`src/pkg/wdg_pkg.sv`:
```
/*
  constants, field layout and types for the watchdog timer.
  assumes an 8-bit cpu i/o bus with byte addresses and one system clock.
*/
// Overview of operation
// - enable bit sticks until a reset
// - bit 6 picks cpu reset or nmi
// - cpu can poll the nmi source flag
// - every time-out sets read-only bit 5
// - external or debug reset clears indicator
// - only non-watchdog reset clears the indicator
// - bits 4:3 pick system or rtc clock
// - bits 1:0 pick 2^27/25/22/18 cycles
// - writing a5h then 5ah restarts the counter
// - any gap allowed between the two writes unless a time-out falls in it
// - restart register is write-only, reads nothing
package wdg_pkg;
  localparam int          ADDR_W      = 8;
  localparam int          DATA_W      = 8;
  localparam logic [7:0]  CTL_ADDR    = 8'h93;
  localparam logic [7:0]  RESTART_ADDR = 8'h94;
  localparam logic [7:0]  KEY_FIRST   = 8'ha5;
  localparam logic [7:0]  KEY_SECOND  = 8'h5a;
  localparam logic [1:0]  CLK_SYSTEM  = 2'h0;
  localparam logic [1:0]  CLK_RTC     = 2'h1;
  localparam int          EXP_SEL0    = 27;
  localparam int          EXP_SEL1    = 25;
  localparam int          EXP_SEL2    = 22;
  localparam int          EXP_SEL3    = 18;
  localparam int          CNT_W       = 27;
  localparam logic [7:0]  READ_IDLE   = 8'h00;

  // control register layout, msb first
  typedef struct packed {
    logic       enable;
    logic       nmi_mode;
    logic       timeout_flag;
    logic [1:0] clk_sel;
    logic       rsv;
    logic [1:0] period_sel;
  } wdg_ctl_t;

  localparam wdg_ctl_t CTL_RESET = '{enable: 1'b0, nmi_mode: 1'b0, timeout_flag: 1'b0,
                                     clk_sel: 2'h0, rsv: 1'b0, period_sel: 2'h0};

  typedef enum logic [0:0] {
    UNLOCK_IDLE  = 1'b0,
    UNLOCK_ARMED = 1'b1
  } wdg_unlock_t;
endpackage

```
`src/hdl/wdg_top.sv`:
```
/*
  watchdog timer: control and restart registers on the cpu i/o bus,
  time-out counter, reset or nmi action, time-out indicator.
  assumes all inputs synchronous to clk; rtc_tick is a one-cycle pulse
  per real-time clock period, already brought into this domain.
*/
`timescale 1ns/1ns
module wdg_top #(
  parameter int CNT_W = wdg_pkg::CNT_W,
  parameter int EXP0  = wdg_pkg::EXP_SEL0,
  parameter int EXP1  = wdg_pkg::EXP_SEL1,
  parameter int EXP2  = wdg_pkg::EXP_SEL2,
  parameter int EXP3  = wdg_pkg::EXP_SEL3
)
(
  // clock and resets
  input  wire logic                        clk,
  input  wire logic                        rst,
  input  wire logic                        debug_reset,
  // counting source
  input  wire logic                        rtc_tick,
  // cpu i/o bus
  input  wire logic [wdg_pkg::ADDR_W-1:0]  io_addr,
  input  wire logic                        io_wr,
  input  wire logic                        io_rd,
  input  wire logic [wdg_pkg::DATA_W-1:0]  io_wdata,
  output logic      [wdg_pkg::DATA_W-1:0]  io_rdata,
  // time-out actions
  output logic                             cpu_reset_req,
  output logic                             nmi_req,
  output logic                             timeout_flag
);

  wdg_pkg::wdg_ctl_t    ctl_reg;
  wdg_pkg::wdg_unlock_t unlock_reg;
  logic [CNT_W-1:0]     cnt_reg;
  logic                 cnt_step;
  logic                 timeout;
  logic                 restart;
  logic                 ctl_wr;
  logic                 rr_wr;
  logic                 ctl_clear;
  wdg_pkg::wdg_ctl_t    wr_fields;

  function automatic logic [CNT_W-1:0] period_last(input logic [1:0] sel);
    int e;
    case (sel)
      2'h0:    e = EXP0;
      2'h1:    e = EXP1;
      2'h2:    e = EXP2;
      default: e = EXP3;
    endcase
    return CNT_W'((64'h1 << e) - 64'h1);
  endfunction

  function automatic logic addr_hit(input logic [7:0] a, input logic [7:0] b);
    return a == b;
  endfunction

  // write data seen through the control layout, so no bit index stands bare
  assign wr_fields = io_wdata;
  assign ctl_wr = io_wr && addr_hit(io_addr, wdg_pkg::CTL_ADDR);
  assign rr_wr  = io_wr && addr_hit(io_addr, wdg_pkg::RESTART_ADDR);

  // reserved clock codes never step, so a bad setting cannot fire
  always_comb
  begin
    case (ctl_reg.clk_sel)
      wdg_pkg::CLK_SYSTEM: cnt_step = 1'b1;
      wdg_pkg::CLK_RTC:    cnt_step = rtc_tick;
      default:             cnt_step = 1'b0;
    endcase
  end

  assign timeout = ctl_reg.enable && cnt_step
                   && cnt_reg == period_last(ctl_reg.period_sel);
  assign restart = rr_wr && io_wdata == wdg_pkg::KEY_SECOND
                   && unlock_reg == wdg_pkg::UNLOCK_ARMED && !timeout;

  // a watchdog reset clears control but not the indicator
  assign ctl_clear = rst || debug_reset || cpu_reset_req;

  // control fields and indicator in one process: the struct has one driver
  always_ff @(posedge clk)
  begin
    if (ctl_clear)
    begin
      ctl_reg.enable     <= wdg_pkg::CTL_RESET.enable;
      ctl_reg.nmi_mode   <= wdg_pkg::CTL_RESET.nmi_mode;
      ctl_reg.clk_sel    <= wdg_pkg::CTL_RESET.clk_sel;
      ctl_reg.period_sel <= wdg_pkg::CTL_RESET.period_sel;
    end
    else if (ctl_wr)
    begin
      ctl_reg.enable     <= ctl_reg.enable | wr_fields.enable;
      ctl_reg.nmi_mode   <= wr_fields.nmi_mode;
      ctl_reg.clk_sel    <= wr_fields.clk_sel;
      ctl_reg.period_sel <= wr_fields.period_sel;
    end
    // indicator: set wins over a same-cycle clearing reset
    if (timeout)
      ctl_reg.timeout_flag <= 1'b1;
    else if (rst || debug_reset)
      ctl_reg.timeout_flag <= wdg_pkg::CTL_RESET.timeout_flag;
    ctl_reg.rsv <= wdg_pkg::CTL_RESET.rsv;
  end

  assign timeout_flag = ctl_reg.timeout_flag;

  // counter
  always_ff @(posedge clk)
  begin
    if (ctl_clear || !ctl_reg.enable || restart || timeout)
      cnt_reg <= '0;
    else if (cnt_step)
      cnt_reg <= cnt_reg + CNT_W'(1);
  end

  // unlock sequence
  always_ff @(posedge clk)
  begin
    if (ctl_clear || timeout)
      unlock_reg <= wdg_pkg::UNLOCK_IDLE;
    else if (rr_wr)
    begin
      case (unlock_reg)
        wdg_pkg::UNLOCK_IDLE:
          unlock_reg <= io_wdata == wdg_pkg::KEY_FIRST ? wdg_pkg::UNLOCK_ARMED
                                                        : wdg_pkg::UNLOCK_IDLE;
        wdg_pkg::UNLOCK_ARMED:
          // a repeated first key keeps the arm; anything else drops it
          unlock_reg <= io_wdata == wdg_pkg::KEY_FIRST ? wdg_pkg::UNLOCK_ARMED
                                                        : wdg_pkg::UNLOCK_IDLE;
        default:
          unlock_reg <= wdg_pkg::UNLOCK_IDLE;
      endcase
    end
  end

  // time-out actions, one-cycle pulses
  always_ff @(posedge clk)
  begin
    if (rst || debug_reset)
    begin
      cpu_reset_req <= 1'b0;
      nmi_req       <= 1'b0;
    end
    else
    begin
      cpu_reset_req <= timeout && !ctl_reg.nmi_mode;
      nmi_req       <= timeout && ctl_reg.nmi_mode;
    end
  end

  // read data; the restart register reads as idle
  always_ff @(posedge clk)
  begin
    if (rst)
      io_rdata <= wdg_pkg::READ_IDLE;
    else if (io_rd && addr_hit(io_addr, wdg_pkg::CTL_ADDR))
      io_rdata <= ctl_reg;
    else
      io_rdata <= wdg_pkg::READ_IDLE;
  end
endmodule

```
`config.mk`:
```
export PLATFORM = sky130hd
export DESIGN_NAME = wdg_top
export DESIGN_NICKNAME = d
export VERILOG_FILES = /design/src/pkg/wdg_pkg.sv /design/src/hdl/wdg_top.sv
export SDC_FILE = /design/constraint.sdc
export NUM_CORES = 1
export LEC_CHECK = 0
export BUFFER_PORTS_ARGS = -buffer_cell sky130_fd_sc_hd__buf_2
export CORE_ASPECT_RATIO = 0.7
export CORE_MARGIN = 1
export CORE_UTILIZATION = 55
export CTS_CLUSTER_SIZE = 25
export DETAILED_ROUTE_END_ITERATION = 6
export PLACE_DENSITY = 0.78
export SYNTH_ARGS = -nofsm -noshare
export SYNTH_HDL_FRONTEND = slang
export SYNTH_SLANG_ARGS = --single-unit
```
`constraint.sdc`:
```
create_clock -name clk -period 2.35 [get_ports clk]
set_clock_uncertainty 0.15 [all_clocks]
set_input_delay 0.235 -clock clk [delete_from_list [all_inputs] [get_ports clk]]
set_output_delay 0.235 -clock clk [all_outputs]
set_load 0.01 [all_outputs]
```
==> impl_results.md, run 1 <==
- Area delta synth->final: 13.8%
- Critical Path AT: approximately 2 ns
- CTS root buffer: clkbuf_8
- Vias per inst: approximately 5.5
- Clk_lat worst skew: between 0.2 and 0.3 ns
- Post-Route Utilization: 0.661
- TritonRoute pass-1 iters: 4
- Htree depth: 2
- CP Cell Sequence: nand3_1 > or3_1 > nor4_1 > xnor2_1 > nor2_1
- Fin crit share: 0.866
- CP max stage delay: ~0.55 ns
- Total die area: roughly 4000 um2
- Hold Crit Class: input pin to flop
- Resize count post-CTS: 0
- Critical path data required time: approximately 2.4 ns
- Worst Tran Pin Value: just over 0.6 ns
- Area leader, netlist: dfxtp_1
- Initial antenna violation count: 0
- GRT Max-Usage Layer: met1
- Pin count of the biggest net entering global routing: 28
- Initial Utilization: 0.581
- Final WL: around 4000 um
- Final Hold Fails: 0
- # IOs: 33
- Avg Inst Size Synth: just over 9 um2
- Grt ovf: 0
- Clock tree buffer depth: 2
- RSZ-0062 raised after global routing: no
- CORE AREA: 3540 um2
- Crit Path Max Fanout: 6
- DR iter-0 viols: 170
- Syn Inst Count: between 200 and 250
- Hold buffers post-CTS: 0
- Pins Over Slew Limit: 0
- Met1 Resource Use GR: 0.344
- Vias in the first global route: 1361
- Worst Setup Path Type: flop to flop
- Post-synth EDFFs: 0
- Max reg flops: 27
- Post-synth cell types: between 40 and 50
- Share of cells above drive strength 1: 0.223
- Tmin final: between 2 and 2.5 ns
- Worst relative slew slack: 0.589
- Commonest non-fill, non-tap cell in the layout: dfxtp_1
- Endpoint type of the worst setup path: flop
- #FFs+latches synth: 44
- Yosys warns: 0
- Outcome: complete, no violations
- Post-synth design cell area: a little over 2000 um2
- Vias after detailed routing: between 1500 and 2000
- Ys flop type: dfxtp_1
- P_leak: 0.851 nW
- CTS tree: built
- DIE HEIGHT: approximately 53 um
- Synthesized Nets: 244
- Max VDD drop: roughly 0.34 mV
- Asr flop ratio synth: 0
- Drt wl/cell: approximately 13 um
- Synth area leaders: dfxtp_1 43%, xor2_1 6.0%, nor3_1 4.4%
- Max-Cap Viols: 0
- N_diodes: 0
- Antenna Nets Post-Route: 0
- Crit-path slowest cell: or3_1
- Reg clk slew, reported paths: 0.08 ns
- Final setup fails: 0
- Clk sink count: 44
- Final net count: 278
- Met3 GRT Util: 0.0514
- First-pass GRT wire length: roughly 6600 um
- Hpwl dp: between 2000 and 3000 um
- WP buf/inv: 0
- IO Port Bufs: 31
- Power Density: between 500 and 600 nW/um2
- Commonest cells after routing, fill and taps aside: 44 x dfxtp_1, 31 x buf_2, 24 x nor2_1
- CP startpoint kind: flop
- Seq/Total Area, Yosys: 0.429
- Fmax: between 0.4 and 0.5 GHz
- CP delay by family, top: simple AND/OR/NAND/NOR gates
- Setup Buffers After CTS: 0
- GRT Total Usage: 0.225
- Final TNS setup: 0 ns
- DRC viols: 0
- GPL Wtd Cong: between 0.9 and 1
- Row count: 18
- CTS Buf Count: 5
- GRT met2 Usage: 0.309
- Filler Cell Count: between 300 and 400
- Synth top area share: 0.429
- Die X: around 75 um
[final timing paths]
| kind | start | endpoint | slack, ns | cells after the start |
|---|---|---|---|---|
| min reg2reg | timeout_flag$_SDFFE_PN1P_ | io_rdata[5]$_SDFF_PP0_ | 0.35 | 1 |
| min | io_wdata[3] | ctl_reg[3]$_SDFFE_PP0P_ | 0.06 | 3 |
| max reg2reg | cnt_reg[2]$_SDFFE_PP0N_ | cnt_reg[24]$_SDFFE_PP0N_ | 0.31 | 5 |
| max | cnt_reg[2]$_SDFFE_PP0N_ | cnt_reg[24]$_SDFFE_PP0N_ | 0.31 | 5 |
[cell type report]
class                      instances  area (um2)  share of cell area
clock buffer                       5        68.8              0.0294
clock inverter                     3        18.8             0.00803
inverter                           2        7.51             0.00321
multi-input combinational        165        1100               0.470
sequential                        44         881               0.377
tap                               50        62.6              0.0268
timing repair buffer              37         200              0.0856
[metrics by stage]
step | power (mW) | instances | setup slack [ns] | hold WS, ns | instance area (um2)
finish | 1.23 | 306 | 0.315 | 0.0643 | 2340
global route | 1.27 | 306 | 0.173 | 0.0729 | 2340
CTS | 1.24 | 306 | 0.327 | 0.0616 | 2340
detailed placement | 0.793 | 298 | 0.352 | 0.326 | 2250
global placement | 0.792 | 298 | 0.319 | 0.328 | 2250
floorplan | 0.772 | 221 | 0.435 | 0.225 | 2050
[power by group]
| part | internal [mW] | switching, mW | total (mW) |
|---|---|---|---|
| Sequential | 0.745 | 0.0000659 | 0.745 |
| Clock | 0.207 | 0.248 | 0.455 |
| Combinational | 0.0166 | 0.0144 | 0.0309 |
[cell families (layout without fill, tap and decap cells)]
logic type               after synthesis  after routing  share of synthesized area
adder cells (fa/ha/maj)                1              1                    0.00609
buffers and inverters                 12             47                     0.0359
other                                  1              1                    0.00183
XOR/XNOR                              23             23                     0.0981
AO/OA/AOI/OAI                         15             15                     0.0475
flip-flops                            44             44                      0.429
AND/OR/NAND/NOR                      118            118                      0.348
multiplexers                           7              7                     0.0341
[routing by layer]
layer | up-vias | wire length [um] | part of all wire
met4 | 0 | 26 | 0.0064
met2 | 40 | 1660 | 0.41
met3 | 4 | 156 | 0.038
met5 | - | 0 | 0
li1 | 863 | - | -
met1 | 767 | 2230 | 0.55
[cell usage after synthesis, types with 5 or more instances]
cell type   n
a21oi_1     5
and2_1      8
and3_1      6
dfxtp_1    44
mux2i_1     7
nand2_1     9
nand3_1    11
nand4_1    12
nor2_1     24
nor3_1     18
nor4_1      5
xnor2_1     9
xor2_1     14
[worst reg2reg max path: stages (launching register included)]
cell	delay, ns
dfxtp_1	0.41
nand3_1	0.19
or3_1	0.55
nor4_1	0.41
xnor2_1	0.16
nor2_1	0.05
Power figures use the tool's default switching activity.
==> run 2, diff against run 1 <==
Settings changed: ABC_AREA from default to 1, CORE_UTILIZATION 55 to 56, PLACE_DENSITY 0.78 to 0.79, RECOVER_POWER from default to 50.
==> run 2 against run 1 <==
Net effect: sequential power hardly changed; clock-buffer cell count grew 1; critical path type unchanged; setup slack better by 0.11 ns; non-clock buffer count down 5; highest routed layer unchanged; via count is 23% higher; fmax grew 5.9%; design area is 7.2% higher; flip-flop and latch count stayed put; final cell count up 32%; largest power group unchanged.
==> impl_results.md, run 2 <==
- Outcome: complete, no violations (unchanged)
- Clock tree buffer depth: 2 (unchanged)
- Hold buffers post-CTS: 0 (unchanged)
- Post-synth cell types: 28 (was 48)
- Final net count: 376 (was 278)
- Avg Inst Size Synth: 7.04 um2 (was 9.30 um2)
- Worst Tran Pin Value: 0.564 ns (was 0.611 ns)
- Synth Area in XOR/XNOR: 0.0706 (was 0.0981)
- Pin count of the biggest net entering global routing: 28 (unchanged)
- Pins Over Slew Limit: 0 (unchanged)
- Syn Inst Count: 317 (was 221)
- Final Hold Fails: 0 (unchanged)
- RSZ-0062 raised after global routing: no (unchanged)
- Final WL: 4730 um (was 4070 um)
- DR iter-0 viols: 147 (was 170)
- Met1 Resource Use GR: 0.375 (was 0.344)
- Yosys warns: 0 (unchanged)
- Seq/Total Area, Yosys: 0.395 (was 0.429)
- Post-synth top cells: 65 x nand2_1, 58 x nor2_1, 44 x dfxtp_1 (was 44 x dfxtp_1, 24 x nor2_1, 18 x nor3_1)
- N_diodes: 0 (unchanged)
- GRT met2 Usage: 0.354 (was 0.309)
- Die X: 77.5 um (was 75.1 um)
- Hpwl dp: 3620 um (was 2990 um)
- Row count: 18 (unchanged)
- Clk sink count: 44 (unchanged)
- Adder-cell area share of the yosys netlist: 0.00561 (was 0.00609)
- Endpoint type of the worst setup path: flop (unchanged)
- Initial Utilization: 0.608 (was 0.581)
- Reg2Reg Setup Slack: 0.43 ns (was 0.31 ns)
- Synthesized Nets: 340 (was 244)
- RR Startpoint: cnt_reg[0]$_SDFFE_PP0N_ (was cnt_reg[2]$_SDFFE_PP0N_)
- Fmax: 0.520 GHz (was 0.491 GHz)
- Worst Setup Path Type: flop to flop (unchanged)
- Critical path data required time: 2.39 ns (was 2.38 ns)
- Commonest non-fill, non-tap cell in the layout: nand2_1 (was dfxtp_1)
- #FFs+latches synth: 44 (unchanged)
- Drt wl/cell: 11.7 um (was 13.3 um)
- Setup Buffers After CTS: 0 (unchanged)
- Synth top area share: 0.395 (was 0.429)
- Htree depth: 2 (unchanged)
- Multiplexer share of the synthesized area: 0 (was 0.0341)
- Total die area: 4250 um2 (was 3990 um2)
- Initial antenna violation count: 0 (unchanged)
- Post-synth design cell area: 2230 um2 (was 2050 um2)
- Critical Path Start: cnt_reg[0]$_SDFFE_PP0N_ (was cnt_reg[2]$_SDFFE_PP0N_)
- Reg clk slew, reported paths: 0.09 ns (was 0.08 ns)
- Post-synth EDFFs: 0 (unchanged)
- Antenna Nets Post-Route: 0 (unchanged)
- Synth Area in Compound Gates: 0.0533 (was 0.0475)
- Post-Synth Simple-Gate Area: 0.387 (was 0.348)
- Vias per inst: 5.09 (was 5.47)
- Most numerous cell in the Yosys netlist: nand2_1 (was dfxtp_1)
- Vias in the first global route: 1756 (was 1361)
- CTS tree: built (unchanged)
- Max-Cap Viols: 0 (unchanged)
- Tmin final: 1.92 ns (was 2.04 ns)
- IO Port Bufs: 31 (unchanged)
- Fin cells: 404 (was 306)
- Worst relative slew slack: 0.621 (was 0.589)
- Critical Path AT: 1.96 ns (was 2.06 ns)
- Resize count post-CTS: 0 (unchanged)
- Area leader, netlist: dfxtp_1 (unchanged)
- Ys flop type: dfxtp_1 (unchanged)
- DRC viols: 0 (unchanged)
- Max VDD drop: 0.349 mV (was 0.339 mV)
- Clk_lat worst skew: 0.31 ns (was 0.29 ns)
- CTS root buffer: clkbuf_8 (unchanged)
- Final TNS setup: 0 ns (unchanged)
- Power Density: 518 nW/um2 (was 526 nW/um2)
- Synth area leaders: dfxtp_1 39%, nand2_1 11%, nor2_1 9.8% (was dfxtp_1 43%, xor2_1 6.0%, nor3_1 4.4%)
- Fin crit share: 0.818 (was 0.866)
- Final setup fails: 0 (unchanged)
- Critical R2R Capture: cnt_reg[23]$_SDFFE_PP0N_ (was cnt_reg[24]$_SDFFE_PP0N_)
- Largest family of logic cells by synthesized area: simple AND/OR/NAND/NOR gates (unchanged)
- Area delta synth->final: 12.3% (was 13.8%)
- Commonest cells after routing, fill and taps aside: 65 x nand2_1, 59 x nor2_1, 44 x dfxtp_1 (was 44 x dfxtp_1, 31 x buf_2, 24 x nor2_1)
- Max reg flops: 27 (unchanged)
- Met3 GRT Util: 0.0567 (was 0.0514)
- CP startpoint kind: flop (unchanged)
- Share of cells above drive strength 1: 0.144 (was 0.223)
- CORE AREA: 3670 um2 (was 3540 um2)
- Worst r2r path cells: 8 (was 5)
- Grt ovf: 0 (unchanged)
- GRT Max-Usage Layer: met1 (unchanged)
- Post-Place Cells: 396 (was 298)
- Worst Setup EP: cnt_reg[23]$_SDFFE_PP0N_ (was cnt_reg[24]$_SDFFE_PP0N_)
- CTS Buf Count: 5 (unchanged)
- GPL Wtd Cong: 0.873 (was 0.943)
- TritonRoute pass-1 iters: 5 (was 4)
- P_leak: 0.916 nW (was 0.851 nW)
- # IOs: 33 (unchanged)
- Post-Route Utilization: 0.683 (was 0.661)
- Vias after detailed routing: 2056 (was 1674)
- Hold Crit Class: input pin to flop (unchanged)
- Crit Path Max Fanout: 27 (was 6)
- Asr flop ratio synth: 0 (unchanged)
- GRT Total Usage: 0.254 (was 0.225)
- First-pass GRT wire length: 8010 um (was 6560 um)
- DIE HEIGHT: 54.8 um (was 53.1 um)
-- run 2: changes by cell type after synthesis, moves of 6 or more --
cell	delta
nor2_2	+15
nand3_1	+7
o21ai_0	+8
nand2_1	+56
nor2_1	+34
and2_1	-8
mux2i_1	-7
nor3_1	-11
and3_1	-6
inv_1	+40
-- run 2: cells by family (layout without fill, tap and decap cells) --
| logic type | Yosys count | in the layout |
|---|---|---|
| DFF | 44 | 44 |
| xor gates and xnor gates | 18 | 18 |
| buffers and inverters | 46 | 83 |
| other | 1 | 1 |
| adders and majority gates | 1 | 1 |
| and+or+nand+nor | 186 | 186 |
| AOI/OAI and AO/OA | 21 | 21 |
-- run 2: metrics by stage --
step / setup WS, ns / hold WS (ns) / instance area, um2 / power, mW
5_1_grt: 0.261 / 0.102 / 2510 / 1.34
3_3_place_gp: 0.541 / 0.257 / 2420 / 0.799
3_5_place_dp: 0.494 / 0.259 / 2420 / 0.800
2_1_floorplan: 0.713 / 0.249 / 2230 / 0.777
4_1_cts: 0.474 / 0.0707 / 2520 / 1.30
6_report: 0.429 / 0.0713 / 2510 / 1.30
-- run 2: report_power, final --
group          internal (mW)  total (mW)  switching, mW
logic                 0.0188      0.0381         0.0193
clock network          0.238       0.516          0.278
registers              0.745       0.745      0.0000694
-- run 2: routing by layer --
| metal | wire length, um | part of all wire |
|---|---|---|
| met1 | 2520 | 0.53 |
| met5 | 0 | 0 |
| met4 | 71 | 0.015 |
| met2 | 1750 | 0.37 |
| met3 | 379 | 0.080 |
-- run 2: how the worst min path moves through the flow --
stage                            start  cells past startpoint                        to  slack [ns]
2_1_floorplan  ctl_reg[6]$_SDFFE_PP0P_                      1  cpu_reset_req$_SDFF_PP0_        0.25
3_3_place_gp   ctl_reg[6]$_SDFFE_PP0P_                      1  cpu_reset_req$_SDFF_PP0_        0.26
3_5_place_dp   ctl_reg[6]$_SDFFE_PP0P_                      1  cpu_reset_req$_SDFF_PP0_        0.26
4_1_cts                          io_wr                      3   ctl_reg[7]$_SDFFE_PP0P_        0.07
5_1_grt                          io_wr                      3   ctl_reg[7]$_SDFFE_PP0P_        0.10
6_report                         io_wr                      3   ctl_reg[7]$_SDFFE_PP0P_        0.07
-- run 2: final cells by class --
cell class                 count  area (um2)
tap                           50        62.6
clock inverter                 2        15.0
timing repair buffer          32         150
sequential                    44         881
clock buffer                   6        82.6
multi-input combinational    227        1150
fill                         341        1160
inverter                      43         161
-- run 2: worst max-delay path, cell delays in order, from the launching register on --
cell and delay (ns):
dfxtp_1 0.39, ha_1 0.20, nand2_1 0.06, nor2_1 0.20
nand2_1 0.13, nor2_4 0.16, nand3_4 0.12, nand3_4 0.29
nor2_1 0.09
==> run 3, diff against run 2 <==
Clock period 2.35 ns to 1.8 ns, I/O delays scaled along.
==> run 3 against run 2 <==
Net effect: utilization grew 5.1 points; critical path type unchanged; global-route usage grew 1.7 points; sequential power up 30%; critical path depth rose by 1; largest power group unchanged; register-to-register slack got worse by 0.37 ns.
==> impl_results.md, run 3 (same netlist as run 2, synthesis figures left out) <==
- Outcome: complete, no violations (unchanged)
- DIE HEIGHT: 54.8 um (unchanged)
- DR iter-0 viols: 138 (was 147)
- CTS Buf Count: 5 (unchanged)
- CORE AREA: 3670 um2 (unchanged)
- IO Port Bufs: 31 (unchanged)
- P_int: 1.27 mW (was 1.00 mW)
- Design area: 2690 um2 (was 2510 um2)
- Final Hold Fails: 0 (unchanged)
- CTS root buffer: clkbuf_8 (unchanged)
- TritonRoute pass-1 iters: 4 (was 5)
- # IOs: 33 (unchanged)
- CTS tree: built (unchanged)
- First-pass GRT wire length: 8620 um (was 8010 um)
- Vias after detailed routing: 2114 (was 2056)
- Final setup fails: 0 (unchanged)
- Pins Over Slew Limit: 0 (unchanged)
- Area after DPL: 2550 um2 (was 2420 um2)
- Area delta synth->final: 20.6% (was 12.3%)
- Clk_lat worst skew: 0.30 ns (was 0.31 ns)
- Worst r2r path cells: 9 (was 8)
- Critical path data required time: 1.89 ns (was 2.39 ns)
- Crit Path Max Fanout: 3 (was 27)
- Power Total: 1.64 mW (was 1.30 mW)
- Hold Crit Class: input pin to flop (unchanged)
- Final WL: 5410 um (was 4730 um)
- Filler Cell Count: 308 (was 341)
- Tmin final: 1.74 ns (was 1.92 ns)
- Hold buffers post-CTS: 0 (unchanged)
- GPL Wtd Cong: 0.883 (was 0.873)
- Worst Setup Path Type: flop to flop (unchanged)
- Vias per inst: 5.01 (was 5.09)
- CP startpoint kind: flop (unchanged)
- Initial Utilization: 0.608 (unchanged)
- GRT Total Usage: 0.271 (was 0.254)
- N_diodes: 0 (unchanged)
- Drt wl/cell: 12.8 um (was 11.7 um)
- Grt ovf: 0 (unchanged)
- Critical R2R Capture: cnt_reg[22]$_SDFFE_PP0N_ (was cnt_reg[23]$_SDFFE_PP0N_)
- Max-Cap Viols: 0 (unchanged)
- Clock tree buffer depth: 2 (unchanged)
- P_sw: 0.372 mW (was 0.297 mW)
- Sink of the worst hold path: unlock_reg$_SDFFE_PP0N_ (was ctl_reg[7]$_SDFFE_PP0P_)
- Worst hold start: io_wdata[1] (was io_wr)
- DRC viols: 0 (unchanged)
- Initial antenna violation count: 0 (unchanged)
- Die X: 77.5 um (unchanged)
- Clk sink count: 44 (unchanged)
- Commonest cells after routing, fill and taps aside: 63 x nand2_1, 57 x nor2_1, 42 x inv_1, 42 x dfxtp_1, 21 x buf_2 (was 65 x nand2_1, 59 x nor2_1, 44 x dfxtp_1)
- Vias in the first global route: 1954 (was 1756)
- Htree depth: 2 (unchanged)
- RR Startpoint: cnt_reg[1]$_SDFFE_PP0N_ (was cnt_reg[0]$_SDFFE_PP0N_)
- Max VDD drop: 0.489 mV (was 0.349 mV)
- Hpwl dp: 3930 um (was 3620 um)
- Combinational share of power: 0.030 (was 0.029)
- Final net count: 394 (was 376)
- Final TNS setup: 0 ns (unchanged)
- Share of total power in the clock network: 0.377 (was 0.397)
- Fin crit share: 0.966 (was 0.818)
- Fmax: 0.575 GHz (was 0.520 GHz)
- Max reg flops: 27 (unchanged)
- Row count: 18 (unchanged)
- P_leak: 1.02 nW (was 0.916 nW)
- Pin count of the biggest net entering global routing: 20 (was 28)
- Worst hold path depth: 4 (was 3)
- Commonest non-fill, non-tap cell in the layout: nand2_1 (unchanged)
- Endpoint type of the worst setup path: flop (unchanged)
- Share of cells above drive strength 1: 0.202 (was 0.144)
- Reg2Reg Setup Slack: 0.06 ns (was 0.43 ns)
- Reg clk slew, reported paths: 0.09 ns (about the same)
- Power Density: 609 nW/um2 (was 518 nW/um2)
- Sw Ratio: 0.227 (was 0.229)
- Antenna Nets Post-Route: 0 (unchanged)
- Seq pwr share: 0.593 (was 0.573)
- Critical Path AT: 1.83 ns (was 1.96 ns)
- Total die area: 4250 um2 (unchanged)
## run 3: cell count changes in the layout (fill, tap and decap cells not counted), moves of 2 or more
| cell | before | now |
|---|---|---|
| dfxtp_1 | 44 | 42 |
| dfxtp_2 | 0 | 2 |
| nand2_2 | 0 | 2 |
| buf_4 | 1 | 14 |
| clkbuf_1 | 10 | 12 |
| clkinv_2 | 0 | 2 |
| clkinvlp_4 | 2 | 0 |
| nand2_1 | 65 | 63 |
| nor2_1 | 59 | 57 |
## run 3: worst max path at each step
stage	from	to	slack, ns
2_1_floorplan	cnt_reg[0]$_SDFFE_PP0N_	cnt_reg[20]$_SDFFE_PP0N_	0.16
3_3_place_gp	cnt_reg[1]$_SDFFE_PP0N_	cnt_reg[6]$_SDFFE_PP0N_	0.13
4_1_cts	ctl_reg[4]$_SDFFE_PP0P_	cnt_reg[23]$_SDFFE_PP0N_	0.03
5_1_grt	cnt_reg[1]$_SDFFE_PP0N_	cnt_reg[26]$_SDFFE_PP0N_	-0.01
6_report	cnt_reg[1]$_SDFFE_PP0N_	cnt_reg[22]$_SDFFE_PP0N_	0.06
3_5_place_dp	cnt_reg[1]$_SDFFE_PP0N_	cnt_reg[3]$_SDFFE_PP0N_	0.05
## run 3: power groups by stage
| stage | sequential [mW] | combinational, mW | clock (mW) |
|---|---|---|---|
| after floorplan | 0.995 | 0.0185 | 0 |
| after global placement | 0.995 | 0.0485 | 0 |
| after detailed placement | 0.995 | 0.0493 | 0 |
| after CTS | 0.972 | 0.0496 | 0.622 |
| after global routing | 0.973 | 0.0549 | 0.679 |
| final | 0.972 | 0.0493 | 0.617 |
## run 3: what timing repair did
| action | in CTS | in global routing |
|---|---|---|
| gates resized for setup | 0 | 11 |
| setup buffers | 0 | 2 |
| hold endpoints to repair | 0 | 0 |
| setup endpoints to repair | 0 | 26 |
## run 3: area by class of cell
| cell class | instances | area [um2] | share of cell area |
|---|---|---|---|
| Sequential cell | 44 | 883 | 0.328 |
| Clock buffer | 5 | 68.8 | 0.0256 |
| Timing Repair Buffer | 50 | 312 | 0.116 |
| Multi-Input combinational cell | 227 | 1190 | 0.441 |
| Inverter | 43 | 161 | 0.0599 |
| Tap cell | 50 | 62.6 | 0.0232 |
| Clock inverter | 3 | 18.8 | 0.00697 |
## run 3: metrics by stage
stage | setup slack (ns) | utilization | cells | hold WS (ns)
4_1_cts | 0.0345 | 0.718 | 419 | 0.0271
3_5_place_dp | 0.0461 | 0.694 | 411 | 0.294
6_report | 0.0605 | 0.733 | 422 | 0.0322
3_3_place_gp | 0.133 | 0.694 | 411 | 0.272
2_1_floorplan | 0.163 | - | 317 | 0.198
5_1_grt | -0.0149 | 0.733 | 422 | 0.0404
## run 3: metal layers
layer,track usage,wire (um)
met1,0.353,2680
met2,0.432,2360
met3,0.0900,322
met4,0.0818,56
met5,0,0
## run 3: critical path: stages (launching register included)
cell     delay [ns]
dfxtp_2        0.37
ha_4           0.14
nand2_1        0.09
nor2_4         0.16
nand4_1        0.21
nor2_2         0.28
nand3_1        0.10
nand2_1        0.08
inv_1          0.03
nor2_1         0.07
